$ cat config.mk
export PLATFORM = sky130hd
export DESIGN_NAME = ccg_clock_gen
export DESIGN_NICKNAME = d
export VERILOG_FILES = /design/src/pkg/ccg_pkg.sv /design/src/design/ccg_clock_gen.sv
export SDC_FILE = /design/constraint.sdc
export NUM_CORES = 1
export LEC_CHECK = 0
export BUFFER_PORTS_ARGS = -buffer_cell sky130_fd_sc_hd__buf_4
export CORE_MARGIN = 5
export CORE_UTILIZATION = 46
export CTS_CLUSTER_DIAMETER = 60
export DETAILED_ROUTE_END_ITERATION = 12
export MAX_ROUTING_LAYER = met4
export PLACE_DENSITY = 0.76
export SLEW_MARGIN = 20
export SYNTH_ARGS = -nofsm -noshare
export SYNTH_HDL_FRONTEND = slang
export SYNTH_SLANG_ARGS = --single-unit
$ cat constraint.sdc
create_clock -name clk -period 1.5 [get_ports clk]
set_input_delay 0.3 -clock clk [delete_from_list [all_inputs] [get_ports clk]]
set_output_delay 0.3 -clock clk [all_outputs]
set_load 0.01 [all_outputs]
$ cat src/pkg/ccg_pkg.sv
/*
 * ccg_pkg: constants and types for the cpu clock generator.
 * Assumes a single 200 MHz system clock standing in for the oscillator.
 */
package ccg_pkg;
    // ------------------------------------------------------------
    // register map
    // ------------------------------------------------------------
    localparam logic [15:0] CCG_PCCTL_OFFSET = 16'hfffb;
    localparam logic [15:0] CCG_STATUS_OFFSET = 16'hfffc;
    localparam logic [7:0] CCG_PCCTL_RESET = 8'h02;
    localparam int CCG_DIVSEL_BIT = 1;
    // status register field positions
    localparam int CCG_ST_SETTLED_BIT = 0;
    localparam int CCG_ST_DIV_BIT = 1;
    localparam int CCG_ST_STOP_BIT = 2;
    localparam int CCG_ST_HALT_BIT = 3;
    localparam int CCG_ST_SWITCH_BIT = 4;
    // ------------------------------------------------------------
    // timing
    // ------------------------------------------------------------
    localparam int CCG_SETTLE_CYCLES = 32768;
    localparam int CCG_SLOW_DIV = 4;
    localparam int CCG_SLOW_TO_FAST_MAX = 2;
    localparam int CCG_FAST_TO_SLOW_MAX = 4;
    localparam int CCG_PERIPH_DIV_W = 8;

    typedef enum logic [1:0] {
        CCG_ST_OFF,
        CCG_ST_SETTLE,
        CCG_ST_RUN,
        CCG_ST_STOPPED
    } ccg_state_t;

    // one-cycle clock enables handed to consumers
    typedef struct packed {
        logic cpu_tick;
        logic instr_slot;
        logic [CCG_PERIPH_DIV_W-1:0] periph_ticks;
    } ccg_clk_en_t;
endpackage : ccg_pkg

$ cat src/design/ccg_clock_gen.sv
/*
 * ccg_clock_gen: cpu clock generator with avalon-mm register slave.
 * Assumes clk is the oscillator clock and consumers use the one-cycle
 * enable pulses in clk_en; no derived clock nets are produced.
 */
`timescale 1ns/100ps
module ccg_clock_gen
    import ccg_pkg::*;
#(
    parameter int SETTLE_CYCLES = CCG_SETTLE_CYCLES
) (
    input wire logic clk,
    input wire logic rst,
    input wire logic [15:0] avs_address,
    input wire logic avs_read,
    input wire logic avs_write,
    input wire logic [7:0] avs_writedata,
    input wire logic [7:0] avs_bitmask,
    output logic [7:0] avs_readdata,
    output logic avs_waitrequest,
    input wire logic stop_req,
    input wire logic halt_req,
    input wire logic wake_req,
    output logic osc_enable,
    output logic cpu_run,
    output ccg_clk_en_t clk_en
);
    // ------------------------------------------------------------
    // bus decode
    // ------------------------------------------------------------
    logic [7:0] pcctl;
    logic [7:0] next_pcctl;
    logic [7:0] status;
    logic ack;
    wire hit_ctl = avs_address == CCG_PCCTL_OFFSET;
    wire hit_st = avs_address == CCG_STATUS_OFFSET;
    wire req = avs_read | avs_write;
    wire wr_ctl = avs_write & hit_ctl & ack;
    // one wait state, answer on the second edge of the request
    assign avs_waitrequest = req & ~ack;

    // only bit 1 is implemented; other bits read zero whatever is written
    assign next_pcctl = (pcctl & ~avs_bitmask)
        | (avs_writedata & avs_bitmask);

    always_ff @(posedge clk) begin
        if (rst) begin
            ack <= 1'b0;
        end else begin
            ack <= req & ~ack;
        end
    end

    always_ff @(posedge clk) begin
        if (rst) begin
            pcctl <= CCG_PCCTL_RESET;
        end else if (wr_ctl) begin
            pcctl <= next_pcctl & (8'h01 << CCG_DIVSEL_BIT);
        end
    end

    wire [7:0] next_readdata = hit_ctl ? pcctl : (hit_st ? status : 8'h00);

    always_ff @(posedge clk) begin
        if (rst) begin
            avs_readdata <= 8'h00;
        end else if (avs_read & ~ack) begin
            avs_readdata <= next_readdata;
        end
    end

    // ------------------------------------------------------------
    // oscillator state
    // ------------------------------------------------------------
    ccg_state_t state;
    ccg_state_t next_state;
    logic [15:0] settle_cnt;
    logic halted;
    wire settle_done = settle_cnt == 16'(SETTLE_CYCLES - 1);

    always_comb begin
        next_state = state;
        unique case (state)
            CCG_ST_OFF: next_state = CCG_ST_SETTLE;
            CCG_ST_SETTLE: begin
                if (settle_done) begin
                    next_state = CCG_ST_RUN;
                end
            end
            CCG_ST_RUN: begin
                if (stop_req) begin
                    next_state = CCG_ST_STOPPED;
                end
            end
            CCG_ST_STOPPED: begin
                if (wake_req) begin
                    next_state = CCG_ST_SETTLE;
                end
            end
        endcase
    end

    always_ff @(posedge clk) begin
        if (rst) begin
            state <= CCG_ST_OFF;
            settle_cnt <= 16'h0000;
        end else begin
            state <= next_state;
            settle_cnt <= (state == CCG_ST_SETTLE) ? settle_cnt + 16'h0001
                : 16'h0000;
        end
    end

    // halt keeps oscillator and peripherals but parks the cpu
    always_ff @(posedge clk) begin
        if (rst) begin
            halted <= 1'b0;
        end else if (wake_req | state != CCG_ST_RUN) begin
            halted <= 1'b0;
        end else if (halt_req) begin
            halted <= 1'b1;
        end
    end

    wire osc_on = ~rst & (state == CCG_ST_SETTLE | state == CCG_ST_RUN);
    wire run = state == CCG_ST_RUN;

    // ------------------------------------------------------------
    // cpu clock with phase-aligned switch
    // ------------------------------------------------------------
    logic [1:0] phase;
    logic div_active;
    logic [2:0] switch_cnt;
    wire div_req = pcctl[CCG_DIVSEL_BIT];
    // the divided clock and fx agree only when the divider wraps, so the
    // selection changes there; worst wait is inside the documented bound
    wire boundary = phase == 2'(CCG_SLOW_DIV - 1);
    wire switching = div_req != div_active;

    always_ff @(posedge clk) begin
        if (rst) begin
            phase <= 2'b00;
            div_active <= 1'b1;
            switch_cnt <= 3'h0;
        end else if (osc_on) begin
            phase <= phase + 2'b01;
            if (switching & boundary) begin
                div_active <= div_req;
            end
            switch_cnt <= switching ? switch_cnt + 3'h1 : 3'h0;
        end
    end

    wire cpu_tick = run & ~halted & (~div_active | boundary);

    // instruction slot: every second cpu tick
    logic slot_half;
    always_ff @(posedge clk) begin
        if (rst) begin
            slot_half <= 1'b0;
        end else if (cpu_tick) begin
            slot_half <= ~slot_half;
        end
    end

    // ------------------------------------------------------------
    // peripheral prescaler
    // ------------------------------------------------------------
    logic [CCG_PERIPH_DIV_W-1:0] pre;
    logic [CCG_PERIPH_DIV_W-1:0] next_pre;
    assign next_pre = pre + CCG_PERIPH_DIV_W'(1);

    always_ff @(posedge clk) begin
        if (rst) begin
            pre <= '0;
        end else if (osc_on) begin
            pre <= next_pre;
        end
    end

    // tick k pulses when bit k of the prescaler rises: fx / 2^(k+1)
    wire [CCG_PERIPH_DIV_W-1:0] rise = next_pre & ~pre;

    // ------------------------------------------------------------
    // outputs
    // ------------------------------------------------------------
    always_ff @(posedge clk) begin
        if (rst) begin
            clk_en <= '0;
            osc_enable <= 1'b0;
            cpu_run <= 1'b0;
        end else begin
            clk_en.cpu_tick <= cpu_tick;
            clk_en.instr_slot <= cpu_tick & slot_half;
            clk_en.periph_ticks <= osc_on ? rise : '0;
            osc_enable <= osc_on;
            cpu_run <= run & ~halted;
        end
    end

    assign status = {3'b000, switching, halted, state == CCG_ST_STOPPED,
        div_active, run};
endmodule : ccg_clock_gen

# Word level (Yosys, flattened, before mapping)
# Cells that the tools add are included.
dict set report totals {
  ff_bits 53
}
dict set report classes {
  reduce_logical 6
  bitwise_logic 26
  eq_ne 12
  n_mux 6
  addsub 3
}
# operator n
set ops {}
lappend ops {{equality test 16 bit, second input constant} 2}
lappend ops {{adder 16 x 1 -> 16 bit, second input constant} 1}
lappend ops {{equality test 16 x 15 -> 1 bit, second input constant} 1}
lappend ops {{two-way mux 5 bit} 2}
lappend ops {{AND 1 bit} 9}
lappend ops {{adder 8 x 1 -> 8 bit, second input constant} 1}
lappend ops {{AND 8 bit} 1}
lappend ops {{inequality test 2 bit, second input constant} 4}
lappend ops {{inverter 8 bit} 1}
lappend ops {{case mux 2 bit (4 select lines)} 1}
lappend ops {{inverter 1 bit} 7}
lappend ops {{equality test 2 bit, second input constant} 3}
lappend ops {{two-way mux 2 bit} 3}
lappend ops {{OR reduction 2 bit} 3}
lappend ops {{AND 2 bit} 2}
lappend ops {{bitwise OR 1 bit} 4}
lappend ops {{AND reduction 3 bit} 1}
lappend ops {{adder 2 x 1 -> 2 bit, second input constant} 1}
lappend ops {{equality test 2 x 1 -> 1 bit, second input constant} 1}
lappend ops {{logical NOT 2 bit} 1}
lappend ops {{inverter 2 bit} 1}
lappend ops {{bitwise OR 2 bit} 1}
lappend ops {{AND reduction 2 bit} 1}
lappend ops {{inequality test 1 bit} 1}

# Longest topological paths before layout
# Gate-level depths: netlist of the first run.
dict set report depth {
  word_depth 5
  ltp_mapped 7
  ltp_nobuf 7
}

# Worst setup path after synthesis of the first run
# OpenSTA, ideal clock, no wires.
dict set report synth_path {
  path_type {flip-flop to flip-flop}
  from {reg state[0]}
  to {reg pre[2]}
  path_stages_with_launch 8
  setup_time_ps 128
  period_less_slack_ps 1621
  setup_slack_ps -121
  arrival_time_ps 1493
  n_path_buf 2
  path_cell_list {dfxtp_1 inv_1 ha_1 clkbuf_1 clkbuf_1 nor2_1 a21oi_1 nor2_1}
}
dict set report synth_between {
  elab_chain_cells 3
  elab_cells_between_ends 4
  classes_between {eq/ne (2); bitwise (2)}
}
# element line
set synth_lines {}
lappend synth_lines {{start: declaration} ccg_clock_gen.sv:75} ;# ccg_state_t state;
lappend synth_lines {{start signal: assignment} ccg_clock_gen.sv:108} ;# state <= next_state;
lappend synth_lines {{equality test 2 x 1 -> 1 bit or equality test 2 bit (tied branches)} ccg_clock_gen.sv:125} ;# wire osc_on = ~rst & (state == CCG_ST_SETTLE | state == CCG_ST_RUN);
lappend synth_lines {{bitwise OR 1 bit *} ccg_clock_gen.sv:125}
lappend synth_lines {{AND 1 bit *} ccg_clock_gen.sv:125}
lappend synth_lines {{end signal: assignment} ccg_clock_gen.sv:177} ;# pre <= next_pre;
lappend synth_lines {{end: declaration} ccg_clock_gen.sv:169} ;# logic [CCG_PERIPH_DIV_W-1:0] pre;
# Mark *: on every way between the ends. The rest lies on a longest branch, timed or not.
# A chain may end at the register's enable or synchronous reset.

# Final worst setup path of the first run
dict set report layout_path {
  from {reg settle_cnt[1]}
  to {reg state[1]}
}
dict set report layout_between {
  elab_chain_cells 3
}
# element line
set layout_lines {}
lappend layout_lines {{start: declaration} ccg_clock_gen.sv:77} ;# logic [15:0] settle_cnt;
lappend layout_lines {{start signal: assignment} ccg_clock_gen.sv:109} ;# settle_cnt <= (state == CCG_ST_SETTLE) ? settle_cnt + 16'h0001
lappend layout_lines {{equality test 16 x 15 -> 1 bit} ccg_clock_gen.sv:79} ;# wire settle_done = settle_cnt == 16'(SETTLE_CYCLES - 1);
lappend layout_lines {{inequality test 2 bit (no line)} n/a}
lappend layout_lines {{AND reduction 3 bit (no line)} n/a}
# No other way between the ends.

==> results of run 1 <==
[worst register-to-register path, cell delays in order (launching register included)]
cell,delay (ps)
dfxtp_1,400
ha_4,180
nand3_4,100
o41a_1,440
mux2_4,300
[power by group]
group	internal [uW]	total [uW]	switching, uW	leakage [uW]
sequential	1440	1510	70.0	0.000411
combinational	384	795	411	0.000735
clock	506	974	468	0.0000587
total	2330	3280	949	0.00120
[what timing repair did]
| action | in CTS | in global routing |
|---|---|---|
| setup buffers | 0 | 1 |
| setup endpoints to repair | 2 | 7 |
| pin swaps | 1 | 5 |
| resized for setup | 3 | 20 |
| gates cloned | 0 | 0 |
[synth_stat cells, drive strengths merged, types with 4 or more instances]
| master | number | area share, % |
|---|---|---|
| dfxtp | 50 | 46 |
| nor2 | 39 | 6.7 |
| a21oi | 15 | 3.5 |
| ha | 13 | 7.5 |
| inv | 13 | 2.2 |
| nand2 | 12 | 2.1 |
| nand3 | 11 | 3.1 |
| and2 | 10 | 2.9 |
| nand4 | 9 | 2.6 |
| and3 | 8 | 2.4 |
| xor2 | 8 | 3.2 |
| clkbuf | 6 | 1.0 |
| nor3 | 6 | 1.4 |
| xnor2 | 6 | 2.4 |
| buf | 4 | 1.6 |
| nor2b | 4 | 1.2 |
[sequential cells by signal, summed over array words and instances (netlist names), named ones only]
register      flops
settle_cnt       16
clk_en           10
pre               8
avs_readdata      5
phase             2
state             2
ack               1
cpu_run           1
div_active        1
halted            1
osc_enable        1
slot_half         1
[cell type report]
type / instances / area, um2
inverters: 13 / 48.80
clock inverters: 3 / 47.55
multi-input cells: 171 / 1144
repair buffers: 70 / 525.5
flip-flops and latches: 50 / 1016
fillers: 381 / 1743
well taps: 54 / 67.56
clock buffers: 5 / 68.82
[kinds of logic (layout without fill, tap and decap cells)]
family / Yosys count / after routing
buffers and inverters: 23 / 91
other: 1 / 3
XOR/XNOR: 14 / 14
flip-flops: 50 / 50
adder cells (fa/ha/maj): 13 / 13
multiplexers: 2 / 2
AO/OA/AOI/OAI: 27 / 27
AND/OR/NAND/NOR: 112 / 112
[routing by layer]
metal | global-route usage [%] | vias to the layer above | share of wire [%]
met3 | 3.741 | 7 | 4.0
met2 | 27.93 | 39 | 54
li1 | - | 958 | -
met4 | 5.070 | 0 | 1.4
met1 | 15.24 | 844 | 40
met5 | - | - | 0
[through the flow]
stage / hold slack [ps] / instance area [um2]
2_1_floorplan: 379.3 / 2188
3_3_place_gp: 441.9 / 2715
3_5_place_dp: 447.8 / 2715
4_1_cts: 168.4 / 2835
5_1_grt: 186.0 / 2918
6_report: 191.7 / 2918
[how the worst max path moves through the flow]
| stage | to | slack [ps] | depth (start not counted) |
|---|---|---|---|
| detailed placement | state[1]$_SDFFE_PP0P_ | -50 | 6 |
| global placement | state[1]$_SDFFE_PP0P_ | -30 | 6 |
| floorplan | state[1]$_SDFFE_PP0P_ | -20 | 4 |
| finish | state[1]$_SDFFE_PP0P_ | -30 | 4 |
| CTS | state[1]$_SDFFE_PP0P_ | -40 | 4 |
| global route | state[1]$_SDFFE_PP0P_ | -60 | 4 |
[layout by cell type (no fill, tap or decap), drive strengths merged, types with 2 or more instances in the layout]
cell type,netlist,routed
buf,4,70
dfxtp,50,50
nor2,39,39
a21oi,15,15
inv,13,14
ha,13,13
nand2,12,12
nand3,11,11
and2,10,10
nand4,9,9
xor2,8,8
and3,8,8
xnor2,6,6
nor3,6,6
clkbuf,6,5
nor2b,4,4
o21ai,3,3
nand2b,3,3
conb,1,3
or3,3,3
and4,2,2
a311oi,2,2
nor4,2,2
==> impl_metrics.tcl, run 1 <==
set metrics [dict create \
    outcome "finished with violations" \
    violations "setup timing" \
    pre_cts_slack_ps -54.44 \
    min_from "wake_req" \
    slowest_stage "o41a_1" \
    max_freq_mhz 654.3 \
    cts_buffer_depth 2 \
    worstSkewPairLatency_ps 310 \
    r2r-end "state[1]$_SDFFE_PP0P_" \
    syn_avg_cell_area_um2 8.970 \
    grt_pass1_wl_mm 7.320 \
    grt_remaining_overflow 0 \
    synthFlopType "dfxtp_1" \
    die_x_um 78.70 \
    cts_tree "done" \
    power.total_uw 3281 \
    path_buf_inv 0 \
    nets 363 \
    postRouteAntennaNets 0 \
    postSynthCellCount 242 \
    placedCellCount 357 \
    path_cells "ha_4 -> nand3_4 -> o41a_1 -> mux2_4" \
    viasPerCell 5.049 \
    clkTransAtPathRegs_ps 100 \
    drt_iter0_drc 69 \
    pin_count 60 \
    async_flop_share_pct 0 \
    cp-startpoint "settle_cnt[1]$_SDFF_PP0_" \
    final-instance-count-excl-fill 366 \
    cap_violations 0 \
    leakage_uw 0.001204 \
    h-tree-depth 2 \
    drc_errors 0 \
    p_per_area_nw_per_um2 1124 \
    min_period_ps 1528 \
    ys_warn_count 0 \
    synth_fa_ha_area_share_pct 7.493 \
    grt_start_max_net_pins 21 \
    final_layout_size_suffix_gt1_share_pct 35.26 \
    dr.pass1.iters 4 \
    ys_ff_latch 50 \
    first_global_vias 1796 \
    diodes 0 \
    finalClockSkew_ps 9.217 \
    syn_area_um2 2171 \
    row_count 25 \
    rsz0062_at_grt "yes" \
    min_path_cells 2 \
    die_area_um2 6193 \
    hold_buffers 0 \
    numPortBuffers 42 \
    hold_viol 0 \
    critPathKind "reg -> reg" \
    postRouteWirelength_mm 4.493 \
    cts_buffers 5 \
    clockRootBuffer "clkbuf_8" \
    muxShareOfSynthArea_pct 1.153 \
    dpl.hpwl_mm 3.233 \
    endpoint_kind "register" \
    cts_sinks 50 \
    synth-edff-count 0 \
    critPathArrivalTime_ps 1730 \
    startpoint_type "register" \
    synth.distinct_cells 40 \
    post-route-period-util_pct 101.9 \
    final-max-slew-violation-count 0 \
    vdd_drop_max_v 0.0009116 \
    area_growth_pct 34.41 \
    vias 1848 \
    gp_congestion 0.7994 \
    holdPathEnd "halted$_SDFFE_PP0P_" \
    grtUsageTotal_pct 14.99 \
    critical_path.max_fanout 4 \
    worstReg2RegStart "settle_cnt[1]$_SDFF_PP0_" \
    hold_path.class "in -> reg" \
    yosys.area_share.simple_pct 26.86 \
    rr_worst_depth 4 \
    rrSetupSlack_ps -30 \
    cp_slowest_stage_delay_ps 440 \
    crit_family "compound AO/OA/AOI/OAI gates" \
    synth_top_family_by_area "simple AND/OR/NAND/NOR gates" \
    fin_ws_ps -28.35 \
    finalSetupTns_ps -28.35 \
    start_util_pct 46.58 \
    cp.required_ps 1700 \
    ys_seq_area_share_pct 46.11 \
    antenna_found_initial 0 \
    die_h_um 78.70 \
    final_core_util_pct 62.60 \
    setup_viol 1 \
    core_um2 4661 \
    synthXorXnorAreaFrac_pct 5.648 \
    synth_compound_area_share_pct 7.723 \
    wl_per_cell_um 12.28 \
]
Note: power is estimated with default switching activity, not from simulation.
==> run 2, diff against run 1 <==
CELL_PAD_IN_SITES_DETAIL_PLACEMENT = 2   (was not set)
CELL_PAD_IN_SITES_GLOBAL_PLACEMENT = 2   (was not set)
CORE_UTILIZATION = 27   (was 46)
==> impl_metrics.tcl, run 2 (synthesis gave the netlist of run 1 again) <==
set metrics [dict create \
    switching_share_pct 30.84 \
    final-max-slew-violation-count 0 \
    die_x_um 99.67 \
    endpoint_kind "register" \
    numPortBuffers 42 \
    hold_path.class "in -> reg" \
    viasPerCell 4.692 \
    grt_pass1_wl_mm 10.09 \
    postRouteAntennaNets 0 \
    routed-wl-met2_mm 3.629 \
    intPower_uw 2188 \
    area_growth_pct 38.79 \
    die_area_um2 9933 \
    final_layout_size_suffix_gt1_share_pct 37.85 \
    rsz0062_at_grt "yes" \
    hold_viol 0 \
    regMostFlops "settle_cnt" \
    outcome "finished with violations" \
    first_global_vias 2131 \
    post-route-period-util_pct 102.9 \
    postRouteWirelength_mm 6.399 \
    combPwrFrac_pct 26.0 \
    drc_errors 0 \
    dr.pass1.iters 4 \
    finalClockSkew_ps 2.443 \
    clockRootBuffer "clkbuf_8" \
    vias 1966 \
    grt_start_max_net_pins 19 \
    p_sw_uw 975.6 \
    crit_family "compound AO/OA/AOI/OAI gates" \
    start_util_pct 27.95 \
    gp_congestion 0.7023 \
    rrSetupSlack_ps -40 \
    layout_commonest_cell "buf_4" \
    slowest_stage "o41a_1" \
    grt_remaining_overflow 0 \
    final_cell_mix "75 x buf_4, 38 x nor2_1, 37 x dfxtp_1, 13 x a21oi_1" \
    path_buf_inv 0 \
    wl_per_cell_um 15.27 \
    fin_ws_ps -43.59 \
    grtUsageTotal_pct 12.91 \
    cap_violations 0 \
    critPathArrivalTime_ps 1740 \
    h-tree-depth 2 \
    hold_buffers 0 \
    antenna_found_initial 0 \
    startpoint_type "register" \
    final_core_util_pct 38.79 \
    wl_met3_um 78 \
    dpl.hpwl_mm 4.667 \
    dpl-instance-area_um2 2783 \
    cp.required_ps 1700 \
    setup_viol 1 \
    vdd_drop_max_v 0.0006506 \
    p_per_area_nw_per_um2 1050 \
    wl_met1_mm 2.583 \
    path_cells "and4_4 -> nand4_1 -> o41a_1 -> mux2_4" \
    pwr-share-clk_pct 25.7 \
    largest_reg_flops 16 \
    leakage_uw 0.001224 \
    nets 368 \
    critical_path.max_fanout 2 \
    cp_slowest_stage_delay_ps 430 \
    row_count 32 \
    diodes 0 \
    drt_iter0_drc 42 \
    die_h_um 99.67 \
    cts_sinks 50 \
    pwr-share-seq_pct 48.3 \
    cts_buffer_depth 2 \
    final_area_um2 3013 \
    pin_count 60 \
    max_freq_mhz 647.8 \
    clkTransAtPathRegs_ps 90 \
    top_layer "met4" \
    top_regs "settle_cnt x16, clk_en x10, pre x8" \
    worstSkewPairLatency_ps 300 \
    violations "setup timing" \
    min_period_ps 1544 \
    critPathKind "reg -> reg" \
    cts_buffers 5 \
    cts_tree "done" \
    core_um2 7767 \
]
==> run 2: worst paths after layout <==
path                                                   start                      endpoint  cells past startpoint
worst min register to register  avs_readdata[4]$_SDFFE_PP0P_  avs_readdata[4]$_SDFFE_PP0P_                      2
worst max-delay path                settle_cnt[8]$_SDFF_PP0_         state[1]$_SDFFE_PP0P_                      4
worst min-delay path                                wake_req           halted$_SDFFE_PP0P_                      2
worst max register to register      settle_cnt[8]$_SDFF_PP0_         state[1]$_SDFFE_PP0P_                      4
==> run 2: power by group through the flow <==
stage,clock [uW],combinational [uW],sequential (uW)
2_1_floorplan,0,440,1550
3_3_place_gp,0,748,1530
3_5_place_dp,0,791,1540
4_1_cts,844,805,1510
5_1_grt,906,927,1550
6_report,813,821,1530
==> run 2: per-stage QoR <==
step	setup TNS, ps	instances	total power, uW	setup slack (ps)	hold slack (ps)
3_5_place_dp	-142.0	406	2329	-115.9	458.6
4_1_cts	-66.64	415	3162	-66.64	174.6
6_report	-43.59	419	3164	-43.59	193.8
3_3_place_gp	-70.92	406	2280	-70.92	442.9
2_1_floorplan	-23.49	244	1988	-23.49	379.3
5_1_grt	-319.2	419	3381	-101.2	187.6
==> run 2: area by class of cell <==
cell class | count | area [um2]
clock buffers | 7 | 86.33
clock inverters | 1 | 5.005
fillers | 890 | 4755
inverters | 13 | 48.80
multi-input cells | 171 | 1162
flip-flops and latches | 50 | 1020
well taps | 102 | 127.6
repair buffers | 75 | 563.0
==> run 2: repair_timing <==
| action | 4_1_cts | 5_1_grt |
|---|---|---|
| resized for setup | 5 | 25 |
| endpoints found under the setup margin | 2 | 8 |
| pin swaps | 3 | 6 |
| buffers inserted | 1 | 4 |
==> run 2: layer usage <==
metal | global-route usage, % | vias to the layer above
met2 | 23.70 | 14
li1 | - | 960
met3 | 1.964 | 10
met4 | 4.727 | 0
met1 | 13.91 | 982
met5 | - | -
==> run 3, diff against run 2 <==
CAP_MARGIN = 20   (was not set)
CORE_UTILIZATION = 30   (was 27)
PLACE_DENSITY = 0.8   (was 0.76)
clock period = 1.76 ns   (was 1.5 ns; I/O delays follow)
==> impl_metrics.tcl, run 3 (synthesis gave the netlist of run 1 again) <==
set metrics [dict create \
    grtUsageTotal_pct 14.62 \
    finalClockSkew_ps 8.157 \
    finalSetupTns_ps 0 \
    vdd_drop_max_v 0.0003515 \
    path_cells "inv_1 -> ha_1 -> inv_1 -> o22ai_1 -> o41a_1 -> mux2_4" \
    antenna_found_initial 0 \
    worstReg2RegStart "state[0]$_SDFFE_PP0P_" \
    cts_buffer_depth 2 \
    crit_top_cell "inv_1" \
    pin_count 60 \
    max-slew-margin-rel_pct 66.54 \
    drt_iter0_drc 32 \
    top_regs "settle_cnt x16, clk_en x10, pre x8" \
    largest_reg_flops 16 \
    cp-startpoint "state[0]$_SDFFE_PP0P_" \
    hold_path.class "in -> reg" \
    cp_slowest_stage_delay_ps 420 \
    start_util_pct 30.42 \
    core_um2 7137 \
    min_from "wake_req" \
    max_freq_mhz 588.5 \
    slowest_stage "o41a_1" \
    dr.pass1.iters 4 \
    vias 1870 \
    crit_family "compound AO/OA/AOI/OAI gates" \
    critical_path.max_fanout 4 \
    worstSkewPairLatency_ps 310 \
    setup_viol 0 \
    final-max-slew-violation-count 0 \
    cap_violations 0 \
    min_period_ps 1699 \
    path_buf_inv 2 \
    grt_pass1_wl_mm 10.04 \
    grt_remaining_overflow 0 \
    critPathKind "reg -> reg" \
    h-tree-depth 2 \
    clockRootBuffer "clkbuf_8" \
    clkTransAtPathRegs_ps 100 \
    diodes 0 \
    cp.required_ps 1970 \
    post-route-period-util_pct 96.54 \
    gp_congestion 0.6779 \
    leakage_uw 0.001120 \
    area_growth_pct 26.69 \
    hold_viol 0 \
    cts_buffers 5 \
    viasPerCell 4.734 \
    worst_pin_slew_ps 500.1 \
    cts_tree "done" \
    postRouteAntennaNets 0 \
    numPortBuffers 42 \
    dpl.hpwl_mm 4.567 \
    outcome "complete, no violations" \
    p_per_area_nw_per_um2 957.8 \
    final_layout_size_suffix_gt1_share_pct 22.97 \
    wl_per_cell_um 15.12 \
    die_h_um 95.07 \
    first_global_vias 2129 \
    hold_buffers 0 \
    cts_sinks 50 \
    power.total_uw 2634 \
    postRouteWirelength_mm 5.972 \
    regMostFlops "settle_cnt" \
    cts_setup_buffers 0 \
    row_count 31 \
    grt_start_max_net_pins 21 \
    endpoint_kind "register" \
    final_cell_mix "54 x buf_4, 49 x dfxtp_1, 39 x nor2_1, 15 x a21oi_1" \
    layout_commonest_cell "buf_4" \
    die_x_um 95.07 \
    critPathArrivalTime_ps 1910 \
    die_area_um2 9037 \
    rsz0062_at_grt "no" \
    startpoint_type "register" \
    nets 347 \
    drc_errors 0 \
]
## run 3: changes by cell type in the layout (fill, tap and decap cells not counted), sizes merged
cell and change:
buf -21, clkbuf -2, inv +2
## run 3: worst paths after layout
kind                                                endpoint  slack [ps]  cells after the start
worst max-delay path                   state[1]$_SDFFE_PP0P_          60                      6
worst min-delay path                     halted$_SDFFE_PP0P_         230                      2
worst max register to register         state[1]$_SDFFE_PP0P_          60                      6
worst min register to register  avs_readdata[0]$_SDFFE_PP0P_         460                      2
## run 3: layout make-up
class | count | area, um2
fillers | 830 | 4387
multi-input cells | 171 | 1072
flip-flops and latches | 50 | 1002
repair buffers | 54 | 405.4
well taps | 99 | 123.9
clock buffers | 5 | 68.82
inverters | 13 | 48.80
clock inverters | 3 | 28.78
## run 3: where the power goes
group	switching, uW	internal (uW)
Combinational	354	255
Sequential	74.3	1230
Clock	427	298
Total	855	1780
## run 3: layer usage
layer  GRT usage [%]  up-vias  share of wire [%]
li1                -      923                  -
met1           15.44      920                 40
met5               -        -                  0
met4           4.928        0                1.6
met3           2.762       10                2.3
met2           27.11       17                 56
## run 3: per-stage QoR
step                area [um2]  hold WS (ps)  cells  worst slack [ps]  utilization (%)
floorplan                 2178         431.3    244             139.1                -
global placement          2651         446.1    387             114.0            37.15
detailed placement        2651         456.0    387             72.75            37.15
CTS                       2749         229.4    395             36.62            38.52
global route              2750         226.2    395             16.55            38.53
finish                    2750         234.2    395             60.83            38.53
## run 3: what timing repair did
| action | CTS | global route |
|---|---|---|
| resized for setup | 0 | 1 |
| endpoints found under the setup margin | 0 | 1 |
| hold endpoints to repair | 0 | 0 |
